===== src/logic/csc_consts.vh =====
// Constants for the colour sensor state and conversion control block.
// Included by every design file of the block; holds definitions only.
`ifndef CSC_CONSTS_VH
`define CSC_CONSTS_VH

// Operational state register fields
`define CSC_OPST_SS 7
`define CSC_OPST_PWRDN 6
`define CSC_OPST_SWRES 3
`define CSC_OPST_FLD_HI 2
`define CSC_OPST_FLD_LO 0
`define CSC_OPST_RESET 8'h42

// Device state field encodings
`define CSC_FLD_NOP 3'h0
`define CSC_FLD_CFG 3'h2
`define CSC_FLD_MEAS 3'h3

// First configuration register fields and reset value
`define CSC_CFG_GAIN_HI 7
`define CSC_CFG_GAIN_LO 4
`define CSC_CFG_TIME_HI 3
`define CSC_CFG_TIME_LO 0
`define CSC_CFG_RESET 8'hA6

// Register read and write addresses
`define CSC_ADR_OPST 3'h0
`define CSC_ADR_STATUS 3'h1
`define CSC_ADR_TEMP 3'h2
`define CSC_ADR_RES1 3'h3
`define CSC_ADR_RES2 3'h4
`define CSC_ADR_RES3 3'h5
`define CSC_ADR_CFG1 3'h6

// Status register bits
`define CSC_ST_DONE 0
`define CSC_ST_SAT 1
`define CSC_ST_BUSY 2
`define CSC_ST_ABORT 3

// Operating states
`define CSC_S_PWRDN 2'h0
`define CSC_S_CFG 2'h1
`define CSC_S_MEAS 2'h2

// Timing, temperature channel gain and result ceiling
`define CSC_SYS_CLK_HZ 10000000
`define CSC_CONV_CLK_HZ 1000000
`define CSC_TEMP_GAIN 4'h0
`define CSC_RES_MAX 16'hFFFF

`endif


===== src/logic/csc_conv_chan.v =====
// One converter channel: integrates its input sample on each conversion tick.
// Assumes the caller clears it at the start of a conversion and on abort.
`timescale 1ns/1ps
`include "csc_consts.vh"

module csc_conv_chan #(
	parameter ACC_W = 24
) (
	// Clock and reset
	input wire i_clk_sys,
	input wire i_reset_n,
	// Control
	input wire i_clear,
	input wire i_run,
	input wire i_tick,
	input wire [3:0] i_gain,
	input wire [15:0] i_sample,
	// Result
	output reg [15:0] o_value,
	output reg o_sat
);

	reg [ACC_W-1:0] acc_reg;
	wire [ACC_W-1:0] step = {{(ACC_W-16){1'b0}}, i_sample >> i_gain};
	wire [ACC_W:0] sum = {1'b0, acc_reg} + {1'b0, step};

	always @(posedge i_clk_sys or negedge i_reset_n) begin
		if (!i_reset_n) begin
			acc_reg <= {ACC_W{1'b0}};
			o_value <= 16'h0000;
			o_sat <= 1'b0;
		end else if (i_clear) begin
			acc_reg <= {ACC_W{1'b0}};
			o_value <= 16'h0000;
			o_sat <= 1'b0;
		end else if (i_run && i_tick) begin
			// Accumulator saturates rather than wrapping so bright light never reads dark
			acc_reg <= sum[ACC_W] ? {ACC_W{1'b1}} : sum[ACC_W-1:0];
			if (sum[ACC_W:16] != {(ACC_W-15){1'b0}}) begin
				o_value <= `CSC_RES_MAX;
				o_sat <= 1'b1;
			end else begin
				o_value <= sum[15:0];
			end
		end
	end

endmodule


===== src/logic/csc_ctrl.v =====
// State and conversion control of a three-channel colour sensor with die temperature.
// Assumes a byte engine on i_clk_sys delivers host writes; bus pins are raw and asynchronous.
// Summary of operation
// - At each conversion end the three optical channel values go into their own result registers.
// - A temperature channel converts alongside and its result is stored at conversion end.
// - The ready output stays low for the whole of a running conversion.
// - Completion is marked by ready rising and then staying high.
// - A status register tells the host about the latest conversion.
// - Apart from power down the block is in exactly one of configuration or measurement state.
// - The operating state is chosen by the device state field in the low three state bits.
// - After power-on or software reset the block is in power down yet still takes writes.
// - Writing zero to the power-down bit enters the state selected by the device state field.
// - The gain field of the first config register sets responsivity and its time field the duration.
// - Going from measurement to configuration is immediate, aborts and clears results and status.
// - Measurement blocks config access; configuration blocks result access and conversions.
// - Field value 011b means measurement and 000b leaves the state unchanged.
// - A host command takes effect only after the write transfer ends with a Stop.
`timescale 1ns/1ps
`include "csc_consts.vh"

module csc_ctrl #(
	parameter BASE_TICKS = 1024,
	parameter CNT_W = 24
) (
	// Clock and reset
	input wire i_clk_sys,
	input wire i_reset_n,
	// Raw bus pins, sampled for the Stop condition
	input wire i_scl,
	input wire i_sda,
	// Host byte writes from the bus engine
	input wire i_wr_valid,
	input wire [2:0] i_wr_addr,
	input wire [7:0] i_wr_data,
	// Host reads
	input wire i_rd_valid,
	input wire [2:0] i_rd_addr,
	// Converter samples
	input wire [15:0] i_sample_x,
	input wire [15:0] i_sample_y,
	input wire [15:0] i_sample_z,
	input wire [15:0] i_sample_temp,
	// Read answer and status
	output reg [15:0] o_rd_data,
	output reg o_rd_valid,
	output reg o_access_err,
	output reg o_ready,
	output reg [1:0] o_state
);

	localparam integer TICK_DIV = `CSC_SYS_CLK_HZ / `CSC_CONV_CLK_HZ;
	localparam [7:0] TICK_LAST = TICK_DIV[7:0] - 8'h01;
	// Operating state codes seen on o_state
	localparam [1:0] ST_PWRDN = `CSC_S_PWRDN;
	localparam [1:0] ST_CFG = `CSC_S_CFG;
	localparam [1:0] ST_MEAS = `CSC_S_MEAS;

	// Pin synchronisers; the first stage feeds only the second
	reg scl_s1, scl_s2, sda_s1, sda_s2, sda_d;
	wire stop_seen = scl_s2 && sda_s2 && !sda_d;

	reg [7:0] div_reg;
	wire tick = (div_reg == TICK_LAST);

	reg [7:0] opstate_reg, cfg_reg, opstate_pend, cfg_pend;
	reg opstate_pend_v, cfg_pend_v;
	reg [3:0] status_reg;
	reg busy_reg;
	reg [CNT_W-1:0] cnt_reg;
	reg [15:0] res_reg [0:3];
	reg conv_clear;

	wire [3:0] gain = cfg_reg[`CSC_CFG_GAIN_HI:`CSC_CFG_GAIN_LO];
	wire [3:0] ctime = cfg_reg[`CSC_CFG_TIME_HI:`CSC_CFG_TIME_LO];
	wire [CNT_W-1:0] conv_last = (BASE_TICKS[CNT_W-1:0] << ctime) - {{(CNT_W-1){1'b0}}, 1'b1};
	// Results are taken one cycle after the last tick so that tick's sample is included
	wire last_tick = busy_reg && tick && (cnt_reg == conv_last);
	reg fin_reg;
	wire conv_end = busy_reg && fin_reg;

	wire [63:0] samples = {i_sample_temp, i_sample_z, i_sample_y, i_sample_x};
	wire [63:0] values;
	wire [3:0] sats;

	genvar g;
	generate
		for (g = 0; g < 4; g = g + 1) begin : chan
			csc_conv_chan #(.ACC_W(CNT_W)) u_chan (
				.i_clk_sys(i_clk_sys),
				.i_reset_n(i_reset_n),
				.i_clear(conv_clear),
				.i_run(busy_reg),
				.i_tick(tick),
				.i_gain((g == 3) ? `CSC_TEMP_GAIN : gain),
				.i_sample(samples[16*g+15:16*g]),
				.o_value(values[16*g+15:16*g]),
				.o_sat(sats[g])
			);
		end
	endgenerate

	// Maps a device state field value to the next state; unknown codes keep the state
	function [1:0] field_state;
		input [2:0] code;
		input [1:0] cur;
		begin
			case (code)
				`CSC_FLD_MEAS: field_state = ST_MEAS;
				`CSC_FLD_CFG: field_state = ST_CFG;
				default: field_state = cur;
			endcase
		end
	endfunction

	// Read access is blocked by state
	function rd_allowed;
		input [2:0] adr;
		input [1:0] st;
		begin
			case (adr)
				`CSC_ADR_OPST, `CSC_ADR_STATUS: rd_allowed = 1'b1;
				`CSC_ADR_CFG1: rd_allowed = (st != ST_MEAS);
				`CSC_ADR_TEMP, `CSC_ADR_RES1, `CSC_ADR_RES2, `CSC_ADR_RES3:
					rd_allowed = (st == ST_MEAS);
				default: rd_allowed = 1'b0;
			endcase
		end
	endfunction

	always @(posedge i_clk_sys or negedge i_reset_n) begin
		if (!i_reset_n) begin
			scl_s1 <= 1'b1;
			scl_s2 <= 1'b1;
			sda_s1 <= 1'b1;
			sda_s2 <= 1'b1;
			sda_d <= 1'b1;
			div_reg <= 8'h00;
		end else begin
			scl_s1 <= i_scl;
			scl_s2 <= scl_s1;
			sda_s1 <= i_sda;
			sda_s2 <= sda_s1;
			sda_d <= sda_s2;
			div_reg <= tick ? 8'h00 : div_reg + 8'h01;
		end
	end

	// Next state of a staged state write; a no-op code keeps the stored field
	reg [1:0] nst;
	reg [2:0] nfield;
	always @* begin
		nfield = opstate_pend[`CSC_OPST_FLD_HI:`CSC_OPST_FLD_LO];
		if (nfield == `CSC_FLD_NOP)
			nfield = opstate_reg[`CSC_OPST_FLD_HI:`CSC_OPST_FLD_LO];
		nst = field_state(nfield, (o_state == ST_PWRDN) ? ST_CFG : o_state);
		if (opstate_pend[`CSC_OPST_PWRDN])
			nst = ST_PWRDN;
	end

	// Command application, state control and conversion
	integer i;
	always @(posedge i_clk_sys or negedge i_reset_n) begin
		if (!i_reset_n) begin
			opstate_reg <= `CSC_OPST_RESET;
			cfg_reg <= `CSC_CFG_RESET;
			opstate_pend <= 8'h00;
			cfg_pend <= 8'h00;
			opstate_pend_v <= 1'b0;
			cfg_pend_v <= 1'b0;
			status_reg <= 4'h0;
			busy_reg <= 1'b0;
			fin_reg <= 1'b0;
			cnt_reg <= {CNT_W{1'b0}};
			conv_clear <= 1'b0;
			o_ready <= 1'b1;
			o_state <= ST_PWRDN;
			for (i = 0; i < 4; i = i + 1)
				res_reg[i] <= 16'h0000;
		end else begin
			conv_clear <= 1'b0;
			fin_reg <= last_tick;
			// Writes are only staged; a transfer cut short without Stop stays staged until the next Stop applies it
			if (i_wr_valid && i_wr_addr == `CSC_ADR_OPST) begin
				opstate_pend <= i_wr_data;
				opstate_pend_v <= 1'b1;
			end
			if (i_wr_valid && i_wr_addr == `CSC_ADR_CFG1) begin
				cfg_pend <= i_wr_data;
				cfg_pend_v <= 1'b1;
			end
			if (busy_reg && tick)
				cnt_reg <= cnt_reg + {{(CNT_W-1){1'b0}}, 1'b1};
			if (conv_end) begin
				busy_reg <= 1'b0;
				o_ready <= 1'b1;
				opstate_reg[`CSC_OPST_SS] <= 1'b0;
				for (i = 0; i < 4; i = i + 1)
					res_reg[i] <= values[16*i+15-:16];
				status_reg[`CSC_ST_DONE] <= 1'b1;
				status_reg[`CSC_ST_SAT] <= |sats;
				status_reg[`CSC_ST_BUSY] <= 1'b0;
			end
			if (stop_seen) begin
				opstate_pend_v <= 1'b0;
				cfg_pend_v <= 1'b0;
				// Config register is locked while measuring
				if (cfg_pend_v && o_state != ST_MEAS)
					cfg_reg <= cfg_pend;
				if (opstate_pend_v && opstate_pend[`CSC_OPST_SWRES]) begin
					opstate_reg <= `CSC_OPST_RESET;
					cfg_reg <= `CSC_CFG_RESET;
					o_state <= ST_PWRDN;
					status_reg <= 4'h0;
					busy_reg <= 1'b0;
					o_ready <= 1'b1;
					conv_clear <= 1'b1;
					for (i = 0; i < 4; i = i + 1)
						res_reg[i] <= 16'h0000;
				end else if (opstate_pend_v) begin
					opstate_reg[`CSC_OPST_PWRDN] <= opstate_pend[`CSC_OPST_PWRDN];
					if (nfield == `CSC_FLD_CFG || nfield == `CSC_FLD_MEAS)
						opstate_reg[`CSC_OPST_FLD_HI:`CSC_OPST_FLD_LO] <= nfield;
					o_state <= nst;
					if (o_state == ST_MEAS && nst != ST_MEAS) begin
						// Abort happens in this cycle, not at the next tick
						busy_reg <= 1'b0;
						o_ready <= 1'b1;
						conv_clear <= 1'b1;
						opstate_reg[`CSC_OPST_SS] <= 1'b0;
						status_reg <= 4'h0;
						for (i = 0; i < 4; i = i + 1)
							res_reg[i] <= 16'h0000;
					end else if (nst == ST_MEAS && opstate_pend[`CSC_OPST_SS] && !busy_reg) begin
						busy_reg <= 1'b1;
						cnt_reg <= {CNT_W{1'b0}};
						conv_clear <= 1'b1;
						o_ready <= 1'b0;
						opstate_reg[`CSC_OPST_SS] <= 1'b1;
						status_reg[`CSC_ST_DONE] <= 1'b0;
						status_reg[`CSC_ST_BUSY] <= 1'b1;
					end
				end
			end
		end
	end

	// Read port: one cycle answer, blocked registers read as zero
	always @(posedge i_clk_sys or negedge i_reset_n) begin
		if (!i_reset_n) begin
			o_rd_data <= 16'h0000;
			o_rd_valid <= 1'b0;
			o_access_err <= 1'b0;
		end else begin
			o_rd_valid <= i_rd_valid;
			o_access_err <= i_rd_valid && !rd_allowed(i_rd_addr, o_state);
			o_rd_data <= 16'h0000;
			if (i_rd_valid && rd_allowed(i_rd_addr, o_state)) begin
				case (i_rd_addr)
					`CSC_ADR_OPST: o_rd_data <= {8'h00, opstate_reg};
					`CSC_ADR_STATUS: o_rd_data <= {12'h000, status_reg};
					`CSC_ADR_TEMP: o_rd_data <= res_reg[3];
					`CSC_ADR_RES1: o_rd_data <= res_reg[0];
					`CSC_ADR_RES2: o_rd_data <= res_reg[1];
					`CSC_ADR_RES3: o_rd_data <= res_reg[2];
					`CSC_ADR_CFG1: o_rd_data <= {8'h00, cfg_reg};
					default: o_rd_data <= 16'h0000;
				endcase
			end
		end
	end

endmodule

===== config.mk =====
export PLATFORM = sky130hd
export DESIGN_NAME = csc_ctrl
export DESIGN_NICKNAME = d
export VERILOG_FILES = /design/src/logic/csc_conv_chan.v /design/src/logic/csc_ctrl.v
export VERILOG_INCLUDE_DIRS = /design/src /design/src/logic
export SDC_FILE = /design/constraint.sdc
export NUM_CORES = 1
export LEC_CHECK = 0
export ABC_AREA = 1
export BUFFER_PORTS_ARGS = -buffer_cell sky130_fd_sc_hd__buf_2
export CORE_MARGIN = 2
export CORE_UTILIZATION = 30
export CTS_CLUSTER_DIAMETER = 60
export DETAILED_ROUTE_END_ITERATION = 12
export PLACE_DENSITY = 0.53
export SLEW_MARGIN = 20
export SYNTH_ARGS = -nofsm -noshare
export SYNTH_HDL_FRONTEND = slang
export SYNTH_SLANG_ARGS = --single-unit

===== constraint.sdc =====
create_clock -name i_clk_sys -period 3.6 [get_ports i_clk_sys]
set_input_delay 0.72 -clock i_clk_sys [delete_from_list [all_inputs] [get_ports i_clk_sys]]
set_output_delay 0.72 -clock i_clk_sys [all_outputs]
set_load 0.01 [all_outputs]

**Yosys cells after proc, flatten, opt, wreduce, memory -nomap -nowiden**

Index checks and enable logic that the tools add are counted.

- Add/sub/neg operators: 7
- $mul: 0
- Divide/modulo/power cells: 0
- Magnitude comparators: 0
- Equality and inequality tests: 15
- Shift-type cells: 4
- Mux-type cells: 99
- Bitwise gates (word level): 0
- Reduce and logical (&&, ||, !) cells: 48

Operator list:

| operator | number |
|---|---|
| 24-bit two-way mux | 18 |
| 64-bit two-way mux | 5 |
| 16-bit two-way mux | 13 |
| 16-bit case mux with 7 select lines | 1 |
| 24-bit by 16-bit adder with 25-bit output | 4 |
| 16-bit by 4-bit >> shifter with 16-bit output | 3 |
| 1-bit two-way mux | 42 |
| 9-bit nonzero test | 4 |
| 8-bit two-way mux | 4 |
| 24-bit by 1-bit adder with 24-bit output (second input constant) | 1 |
| 24-bit == test | 1 |
| 11-bit by 4-bit left shift with 24-bit output (first input constant) | 1 |
| 24-bit by 1-bit subtractor with 24-bit output (second input constant) | 1 |
| 2-bit nonzero test | 11 |
| 3-bit two-way mux | 6 |
| 1-bit logical AND | 14 |
| 3-bit by 2-bit == test with 1-bit output (second input constant) | 4 |
| 3-bit == test (second input constant) | 4 |
| 2-bit two-way mux | 6 |
| 2-bit AND reduction | 6 |
| 3-bit zero test | 3 |
| 8-bit by 1-bit adder with 8-bit output (second input constant) | 1 |
| 8-bit by 4-bit == test with 1-bit output (second input constant) | 1 |
| 4-bit two-way mux | 2 |
| other kinds (11) | 17 |

- Register bits: 324
- Latch bits: 0
- Memory bits (writable): 0
- Memory bits (read-only): 0
- Bits of input ports: 84
- Output and inout port bits: 21
- Word-level logic and storage cells: 214
- Memories: 0

**Logic depth before layout (Yosys ltp)**

Gate-level depths: netlist (run 1).

- Depth in word-level cells: 13
- Mapped depth: 26
- Gate-level depth less buffers: 23

**Cells and area by module**

From an unflattened synthesis (run 1), not the netlist that was laid out.

- Cell total of the unflattened synthesis: 3215
- Area total of the unflattened synthesis: 22415.2 µm²

Modules (own cells, without submodules):

| module | instances | cells each | area an instance (µm²) | seq. area each (µm²) |
|---|---|---|---|---|
| csc_conv_chan | 4 | 587 | 3612.2 | 1026.0 |
| csc_ctrl | 1 | 867 | 7966.4 | 3943.8 |

**Worst setup path before layout (run 1)**

No wires, ideal clock.

- Path type: register to register
- Start: register cfg_reg[5]
- End: register chan[2].u_chan.o_value[13]
- Library setup time: 0.121 ns
- Data arrival time: 3.439 ns
- Required time: 3.479 ns
- Path slack: 0.039 ns
- Stages on the path, launching flop included: 26
- Buffers on the path: 4
- Clock period less this slack: 3.561 ns
- Path through: dfstp_2 > clkbuf_1 > inv_1 > buf_2 > clkbuf_1 > o21ai_0 > nand2_1 > o311ai_0 > o21ai_0 > ha_1 > fa_1 > nand3_1 > nand2_1 > nand2_1 > nand2_1 > nand2_1 > nand2_1 > nand2_1 > nand2_1 > nand2_1 > nand2_1 > nor2_1 > nand3_1 > nand2_2 > buf_6 > nand2_1

- Cells in the longest elaborated chain, start to end: 6

RTL lines:

| element | line | RTL |
|---|---|---|
| start, declared | csc_ctrl.v:65 | `reg [7:0] opstate_reg, cfg_reg, opstate_pend, cfg_pend;` |
| start signal, assigned | csc_ctrl.v:165 | `` cfg_reg <= `CSC_CFG_RESET; `` |
| start signal, assigned | csc_ctrl.v:208 | `cfg_reg <= cfg_pend;` |
| start signal, assigned | csc_ctrl.v:211 | `` cfg_reg <= `CSC_CFG_RESET; `` |
| 16-bit by 4-bit >> shifter with 16-bit output * | csc_conv_chan.v:24 | `wire [ACC_W-1:0] step = {{(ACC_W-16){1'b0}}, i_sample >> i_gain};` |
| 24-bit by 16-bit adder with 25-bit output * | csc_conv_chan.v:25 | `wire [ACC_W:0] sum = {1'b0, acc_reg} + {1'b0, step};` |
| 9-bit nonzero test | csc_conv_chan.v:39 | `if (sum[ACC_W:16] != {(ACC_W-15){1'b0}}) begin` |
| 16-bit two-way mux * | csc_conv_chan.v:39 |  |
| 16-bit two-way mux * | csc_conv_chan.v:36 | `end else if (i_run && i_tick) begin` |
| 16-bit two-way mux * | csc_conv_chan.v:32 | `end else if (i_clear) begin` |
| end signal, assigned | csc_conv_chan.v:40 | `` o_value <= `CSC_RES_MAX; `` |
| end signal, assigned | csc_conv_chan.v:43 | `o_value <= sum[15:0];` |
| end, declared | csc_conv_chan.v:19 | `output reg [15:0] o_value,` |

Every way passes the cells marked *; elsewhere a longest branch is shown, timed or not. The select of a mux whose other input is x is not followed.
A chain may end at the register's enable or synchronous reset.

**Worst setup path after layout (run 1)**

- Start: register cfg_reg[5]
- End: register chan[1].u_chan.o_value[5]

- Cells in the longest elaborated chain, start to end: 6

RTL lines:

| element | line |
|---|---|
| 16-bit by 4-bit >> shifter with 16-bit output * | csc_conv_chan.v:24 |
| 24-bit by 16-bit adder with 25-bit output * | csc_conv_chan.v:25 |
| 9-bit nonzero test | csc_conv_chan.v:39 |
| 16-bit two-way mux * | csc_conv_chan.v:39 |
| 16-bit two-way mux * | csc_conv_chan.v:36 |
| 16-bit two-way mux * | csc_conv_chan.v:32 |
| end signal, assigned | csc_conv_chan.v:40 |
| end signal, assigned | csc_conv_chan.v:43 |
| end, declared | csc_conv_chan.v:19 |

Marked as above.

==> results of run 1 <==
## layout make-up
class	instances	area, um^2
Clock buffer	55	1202
Clock inverter	23	255.2
Fill cell	7366	42660
Inverter	410	1548
Multi-Input combinational cell	2256	11620
Sequential cell	321	8049
Tap cell	931	1165
Timing Repair Buffer	324	2437
## stage by stage
stage / cells / TNS, ns / total power, mW / worst slack [ns] / area, um^2
6_report: 4320 / 0 / 22.74 / 0.1214 / 26280
5_1_grt: 4320 / -3.863 / 24.65 / -0.09443 / 26280
4_1_cts: 4299 / 0 / 21.56 / 0.002459 / 25430
3_5_place_dp: 4215 / -24.60 / 16.85 / -0.5244 / 23870
3_3_place_gp: 4215 / -19.69 / 16.85 / -0.4617 / 23870
2_1_floorplan: 3091 / 0 / 12.27 / 0.03932 / 20990
## critical path: stages, from the launching register on
cell and delay (ns):
dfstp_2 0.54, inv_1 0.07, buf_12 0.15, buf_4 0.16, buf_6 0.14, a21oi_2 0.10
a31oi_1 0.06, o21ai_1 0.24, o21ai_2 0.13, fa_2 0.37, nand3_1 0.10, nand3_2 0.12
buf_4 0.16, nand4_1 0.10, buf_4 0.13, nand4_1 0.08, nand2_1 0.09, nand2_1 0.06
nor2_2 0.16, nand2_4 0.15, nand2_8 0.16, nand2_2 0.05
## path summary, 6_finish.rpt
check                                       endpoint  slack (ns)  depth (start not counted)
min in group i_clk_sys                        scl_s1        0.24                          1
setup / recovery           chan[1].u_chan.o_value[5]        0.12                         21
hold reg to reg                               scl_s2        0.36                          0
setup reg to reg           chan[1].u_chan.o_value[5]        0.12                         21
max in group asynchronous  chan[2].u_chan.acc_reg[1]        2.62                          2
hold / removal                           cfg_pend[5]        0.05                          1
## layout by cell type (no fill, tap or decap), types with 11 or more instances in the layout
master and n:
a21oi_1 141, buf_12 15, buf_2 103, buf_4 198, clkbuf_16 47, dfrtp_1 308, dfstp_2 12, ha_1 54
inv_1 388, inv_2 18, nand2_1 984, nand2_2 50, nand3_1 183, nand3_2 11, nand4_1 35, nor2_1 242
nor2_2 29, nor2_4 14, nor3_1 24, o211ai_1 14, o21ai_0 171, o21ai_1 52, o21ai_2 26, o221ai_1 18
o22ai_1 16, or2_2 16, xnor2_1 17, xor2_1 30
## what timing repair did
| action | in CTS | in global routing |
|---|---|---|
| endpoints found under the setup margin | 74 | 122 |
| endpoints found under the hold margin | 0 | 0 |
| pin swaps | 6 | 45 |
| buffers inserted | 4 | 18 |
| gates cloned | 2 | 3 |
| hold buffers | 0 | 0 |
| resized for setup | 34 | 193 |
## power breakdown
part           switching (mW)  leakage, nW  total, mW  internal [mW]
Combinational            7.65         8.78       13.0           5.36
Clock                    1.81        0.719       4.43           2.62
Sequential              0.749         4.21       5.30           4.55
## cells by family after synthesis
kind of cell | Yosys count | share of synthesized area
AND/OR/NAND/NOR | 1625 | 0.3202
buffers and inverters | 516 | 0.09568
AO/OA/AOI/OAI | 501 | 0.1323
flip-flops | 321 | 0.3834
adder cells (fa/ha/maj) | 72 | 0.04435
XOR/XNOR | 47 | 0.01961
multiplexers | 9 | 0.004411
## cell usage after synthesis (14+ instances only)
master / number
inv_2: 18
nor3_1: 25
a21oi_1: 151
clkbuf_1: 66
o221ai_1: 18
nand4_1: 35
o21ai_0: 221
nand2_1: 1021
nand3_1: 193
inv_1: 391
xor2_1: 30
o211ai_1: 14
or2_2: 16
buf_2: 24
nand2_2: 15
dfrtp_1: 309
nor2_1: 272
o22ai_1: 16
o21ai_1: 28
ha_1: 68
xnor2_1: 17
## metal layers
metal  share of wire  wire length (um)  vias to the layer above  GRT usage
li1                -                 -                    10459          -
met1            0.47             32100                     9392     0.2619
met2            0.46             31240                      360     0.3047
met3           0.037              2512                      111    0.02630
met4           0.032              2164                        2    0.06321
met5         0.00019                13                        -          0
==> flow_summary.yaml, run 1 <==
run_status:
  outcome: "finished clean"
logic_synthesis:
  synth_nets: 3247
  synthTopCellsByArea: "dfrtp_1 (37%), nand2_1 (18%), inv_1 (7.0%), o21ai_0 (5.3%), nor2_1 (4.9%)"
  syn-cell-area_um2: 20990
  synth-async-reset-ratio: 1.000
  yosys.area.top_type_share: 0.3684
  syn_area_per_cell_um2: 6.790
  ys_seq_area_frac: 0.3834
  yosysUniqueCellTypes: 58
  synth_top_cell_by_area: "dfrtp_1"
  syn_inst: 3091
  synth-main-ff-cell: "dfrtp_1"
  synth_warnings: 0
  synth-edff-count: 0
  ys_seq_elements: 321
cells_and_area:
  layout-drive-gt1-share: 0.1856
  area_growth_syn_to_layout_pct: 25.22
  nets: 3512
  largest_reg_flops: 96
  num_antenna_cells: 0
  utilization: 0.3812
worst_setup_path:
  required_ns: 4.07
  criticalPathCategory: "reg -> reg"
  cp_max_fo: 19
  worstPathArrival_ns: 3.94
  crit_path_end_kind: "flop"
  cp-start-kind: "flop"
  cp-startpoint: "cfg_reg[5]"
  r2r-start: "cfg_reg[5]"
timing:
  slew_headroom: 0.3203
  whs_ns: 0.05266
  finalMaxSlewViolations: 0
  finalCriticalPeriod_ns: 3.479
  worst_pin_slew_ns: 1.016
  setup_viol: 0
  hold_violations: 0
  rsz0062_at_grt: "yes"
  fmax_mhz: 287.5
  fin_skew_ns: 0.02044
  layout_worst_path_cycle_share: 0.9663
routing:
  ant_nets: 0
  firstDrtPassIters: 5
  wl_um: 68030
  drtIter0Drc: 1421
  vias: 20324
  vias_per_cell: 4.705
  wire_per_inst_um: 15.75
  drc: 0
cts:
  root_buffer: "clkbuf_16"
  cts_tree: "done"
  cts.sinks: 321
  cts_buffers: 43
  htreeDepth: 2
  ctsLongestPathBuffers: 3
  path_clk_slew_ns: 0.06
  clkLatencyLatePin_ns: 0.59
floorplanning:
  die_y_um: 268.5
  start_util: 0.3044
  dieArea_um2: 72090
  std_cell_rows: 96
  core_area_um2: 68950
  ios: 105
  die_x_um: 268.5
run:
  maxCapViolCount: 0
power:
  peakVddDrop_mv: 0.4692
  power_density_nw_per_um2: 865.4
  p_leak_nw: 13.71
grt:
  grt_pass1_vias: 19577
  overflow: 0
  grt_pass1_wl_um: 108200
  grt_usage: 0.1896
  grt_start_max_net_pins: 78
  antenna_found_initial: 1
placed_design:
  routabilityCongestion: 0.9126
  io_buffers: 104
  dpl.hpwl_um: 51100
min_path:
  hold_class: "in -> async"
Note: power is estimated with default switching activity, not from simulation.
==> run 2, diff against run 1 <==
- CELL_PAD_IN_SITES_DETAIL_PLACEMENT: not set -> 1
- CELL_PAD_IN_SITES_GLOBAL_PLACEMENT: not set -> 2
- PLACE_DENSITY: 0.53 -> 0.8
- SETUP_SLACK_MARGIN: not set -> 0.05
==> flow_summary.yaml, run 2 (same netlist as run 1, synthesis figures left out) <==
cts:
  path_clk_slew_ns: 0.06
  cts_tree: "done"
  cts_buffers: 43
  clkLatencyLatePin_ns: 0.60
  cts.sinks: 321
  htreeDepth: 2
  ctsLongestPathBuffers: 3
  root_buffer: "clkbuf_16"
cells_and_area:
  largest_reg_flops: 96
  utilization: 0.3904
  layout-drive-gt1-share: 0.2095
  nets: 3563
  final_common_cell: "nand2_1"
  layout_common_cells: "nand2_1 (959), inv_1 (386), dfrtp_1 (308)"
  area_growth_syn_to_layout_pct: 28.26
  num_antenna_cells: 0
floorplanning:
  ios: 105
  dieArea_um2: 72090
  std_cell_rows: 96
  core_area_um2: 68950
  start_util: 0.3044
  die_x_um: 268.5
  die_y_um: 268.5
placed_design:
  routabilityCongestion: 0.8485
  place_ws_ns: -0.5496
  dpl.hpwl_um: 58180
  io_buffers: 104
timing:
  whs_ns: 0.09173
  rsz0062_at_grt: "yes"
  fmax_mhz: 278.8
  worst_pin_slew_ns: 0.6702
  layout_worst_path_cycle_share: 0.9964
  finalCriticalPeriod_ns: 3.587
  setup_viol: 0
  fin_skew_ns: 0.03787
  finalMaxSlewViolations: 0
  hold_violations: 0
  slew_headroom: 0.5473
  fin_ws_ns: 0.01285
grt:
  antenna_found_initial: 1
  grt_start_max_net_pins: 98
  grt_pass1_wl_um: 122400
  overflow: 0
  grt_usage: 0.2143
  grt_pass1_vias: 22012
run:
  maxCapViolCount: 0
power:
  peakVddDrop_mv: 0.4204
  power_density_nw_per_um2: 900.8
  p_leak_nw: 14.05
worst_setup_path:
  worstPathArrival_ns: 4.11
  criticalPathCategory: "reg -> reg"
  required_ns: 4.12
  crit_path_end_kind: "flop"
  cp_max_fo: 8
  cp-start-kind: "flop"
  reg2reg_depth: 26
routing:
  vias_per_cell: 4.840
  vias: 21167
  drc: 0
  drtIter0Drc: 1062
  ant_nets: 0
  wl_um: 76990
  wire_per_inst_um: 17.61
  firstDrtPassIters: 5
min_path:
  hold_class: "in -> async"
run_status:
  outcome: "finished clean"
==> run 2: layer usage <==
metal  GRT usage  wire length [um]
met3     0.02502              2303
met4     0.05691              2019
met1      0.2921             36680
met2      0.3592             35970
met5           0                12
==> run 2: timing repair <==
item / 4_1_cts / 5_1_grt
buffers inserted: 19 / 14
hold buffers: 0 / 0
pin swaps: 17 / 43
setup endpoints to repair: 123 / 121
resized for setup: 95 / 180
cloned: 4 / 1
==> run 2: power breakdown <==
part           switching (mW)  total (mW)  internal (mW)
Sequential              0.793        5.35           4.55
Clock                    1.86        4.60           2.73
Combinational            8.31        14.3           6.00
==> run 2: critical path, cell delays in order (launching register included) <==
cell	delay, ns
dfrtp_2	0.48
clkinv_4	0.14
buf_4	0.16
buf_6	0.11
nand2_2	0.05
nand2_2	0.07
o21ai_2	0.15
nor2_1	0.05
a31oi_1	0.20
o21ai_1	0.11
buf_4	0.17
ha_4	0.17
fa_2	0.39
nand3_2	0.11
nand3_4	0.10
nand2_2	0.08
nand3b_1	0.12
nand2_2	0.12
nand2_2	0.06
buf_4	0.14
nand2_4	0.05
nand2_4	0.06
nand3_4	0.08
nor2_4	0.04
nand2_4	0.13
nand2_8	0.10
nand2_2	0.08
==> run 2: final cells by class <==
| type | instances | area [um^2] |
|---|---|---|
| Clock buffer | 58 | 1222 |
| Sequential cell | 321 | 8049 |
| Inverter | 410 | 1549 |
| Clock inverter | 22 | 307.8 |
| Tap cell | 931 | 1165 |
| Timing Repair Buffer | 375 | 2828 |
| Multi-Input combinational cell | 2256 | 11800 |
| Fill cell | 8718 | 42030 |
==> run 2: metrics by stage <==
step / instance area (um^2) / power [mW] / setup TNS [ns] / instances
finish: 26920 / 24.25 / 0 / 4373
detailed placement: 24160 / 17.57 / -42.80 / 4255
floorplan: 20990 / 12.27 / 0 / 3091
global route: 26920 / 26.23 / -11.62 / 4373
CTS: 26130 / 22.96 / 0 / 4358
global placement: 24160 / 17.38 / -35.81 / 4255
==> run 2: path summary, 6_finish.rpt <==
path / start / slack (ns) / endpoint
max in group asynchronous: i_reset_n / 2.59 / cfg_reg[1]
worst max-delay path: cfg_reg[4] / 0.01 / chan[1].u_chan.o_value[8]
min in group i_clk_sys: i_scl / 0.24 / scl_s1
worst min register to register: sda_s1 / 0.36 / sda_s2
worst min-delay path: i_reset_n / 0.09 / cfg_reg[4]
worst max register to register: cfg_reg[4] / 0.01 / chan[1].u_chan.o_value[8]
==> run 3, diff against run 2 <==
- CORE_ASPECT_RATIO: not set -> 0.75
- SETUP_SLACK_MARGIN: 0.05 -> 0.5
- TNS_END_PERCENT: not set -> 50
==> flow_summary.yaml, run 3 (same netlist as run 1, synthesis figures left out) <==
cells_and_area:
  fin_cells: 4370
  largest_reg_flops: 96
  fin_area_um2: 27140
  utilization: 0.3941
  layout-drive-gt1-share: 0.2111
  final_common_cell: "nand2_1"
  num_antenna_cells: 0
  area_growth_syn_to_layout_pct: 29.29
  layout_common_cells: "nand2_1 (959), inv_1 (389), dfrtp_1 (308)"
  nets: 3559
worst_setup_path:
  criticalPathCategory: "reg -> reg"
  cpPeakStageDelay_ns: 0.54
  cp_cell_sequence: "inv_4, clkbuf_16, buf_8, nand2_4, nand2_4, o21ai_4, nor2_1, a31oi_1, buf_4, o21ai_4, ha_4, fa_2, nand3_2, nand3_4, nand2_2, nand3b_1, nand2_2, nand3_2, nand2_2, nand3_4, nor2_4, nand2_4, nand2_8, nand2_2"
  crit_path_end_kind: "flop"
  cp_max_fo: 7
  cp-start-kind: "flop"
  cp_common_cell: "nand2_2"
  required_ns: 4.07
  cp_top_family: "simple AND/OR/NAND/NOR gates"
  crit_buf_inv: 4
  crit_slowest_cell: "dfrtp_2"
  worstPathArrival_ns: 4.16
grt:
  grt_util_met1: 0.3265
  overflow: 0
  grt_usage: 0.2166
  antenna_found_initial: 0
  busiest_layer: "met2"
  met3_usage: 0.02640
  use_met2: 0.3317
  grt_start_max_net_pins: 98
  grt_pass1_vias: 21692
  grt_pass1_wl_um: 123400
timing:
  fmax_mhz: 270.6
  fin_ws_ns: -0.09556
  fin_setup_tns_ns: -1.165
  fin_skew_ns: 0.03096
  setup_viol: 18
  layout_worst_path_cycle_share: 1.027
  slew_headroom: 0.4721
  finalCriticalPeriod_ns: 3.696
  rsz0062_at_grt: "yes"
  hold_violations: 0
  finalMaxSlewViolations: 0
  worst_pin_slew_ns: 0.7918
  whs_ns: 0.1237
cts:
  cts_buffers: 41
  root_buffer: "clkbuf_16"
  cts.sinks: 321
  clkLatencyLatePin_ns: 0.60
  htreeDepth: 2
  ctsLongestPathBuffers: 3
  cts_tree: "done"
  path_clk_slew_ns: 0.07
power:
  power_density_nw_per_um2: 911.8
  p_clk_frac: 0.186
  power_frac_comb: 0.598
  p_leak_nw: 14.08
  internal_power_mw: 13.39
  switching_share: 0.4587
  switchingPower_mw: 11.35
  peakVddDrop_mv: 0.3569
  report.power.total_mw: 24.74
  pwr-share-seq: 0.216
placed_design:
  place_ws_ns: -0.3739
  placed_cells: 4251
  dpl.hpwl_um: 58940
  io_buffers: 104
  placed_area_um2: 24240
  routabilityCongestion: 0.8788
routing:
  vias: 21348
  ant_nets: 0
  firstDrtPassIters: 5
  drtIter0Drc: 1411
  wire_per_inst_um: 18.05
  drc: 0
  wl_um: 78900
  vias_per_cell: 4.885
floorplanning:
  die_y_um: 233.1
  std_cell_rows: 83
  core_area_um2: 68850
  die_x_um: 309.4
  start_util: 0.3048
  dieArea_um2: 72120
  ios: 105
run_status:
  outcome: "complete, but fails checks"
  violations: "negative setup slack"
min_path:
  hold_class: "in -> async"
run:
  maxCapViolCount: 0
## run 3: cell types whose count changed in the layout (fill, tap and decap cells not counted), sizes merged
cell,previous run,this run
inv,416,421
buf,373,366
bufinv,4,7
bufbuf,1,0
clkbuf,59,52
## run 3: final timing paths
check | to | slack, ns | from | cells after the start
hold reg to reg | scl_s2 | 0.35 | scl_s1 | 0
setup / recovery | chan[1].u_chan.o_sat | -0.1 | cfg_reg[4] | 24
hold / removal | opstate_pend[1] | 0.12 | i_reset_n | 1
max in group asynchronous | chan[1].u_chan.o_value[15] | 2.54 | i_reset_n | 2
setup reg to reg | chan[1].u_chan.o_sat | -0.1 | cfg_reg[4] | 24
min in group i_clk_sys | sda_s1 | 0.22 | i_sda | 1
## run 3: per-layer routing
metal  share of wire  vias up
met3           0.037       79
met1            0.52    10441
li1                -    10534
met4           0.018        0
met2            0.43      294
met5               0        -
## run 3: final cells by class
type / count / area [um^2]
clock buffer: 46 / 1055
clock inverter: 29 / 437.9
fill: 8621 / 41720
inverter: 410 / 1554
multi-input combinational: 2256 / 11920
sequential: 321 / 8053
tap: 935 / 1170
timing repair buffer: 372 / 2937
timing repair inverter: 1 / 8.758
## run 3: what timing repair did
| item | CTS | global route |
|---|---|---|
| hold buffers | 0 | 0 |
| gates resized for setup | 48 | 226 |
| pin swaps | 21 | 27 |
| cloned | 2 | 7 |
| endpoints found under the hold margin | 0 | 0 |
| buffers inserted | 6 | 29 |
| endpoints found under the setup margin | 123 | 126 |
## run 3: power by group through the flow
stage	clock network, mW	registers [mW]	logic [mW]
5_1_grt	4.85	5.45	16.3
6_report	4.61	5.34	14.8
3_5_place_dp	0	5.34	12.5
3_3_place_gp	0	5.33	12.3
2_1_floorplan	0	5.03	7.37
4_1_cts	4.71	5.30	13.0
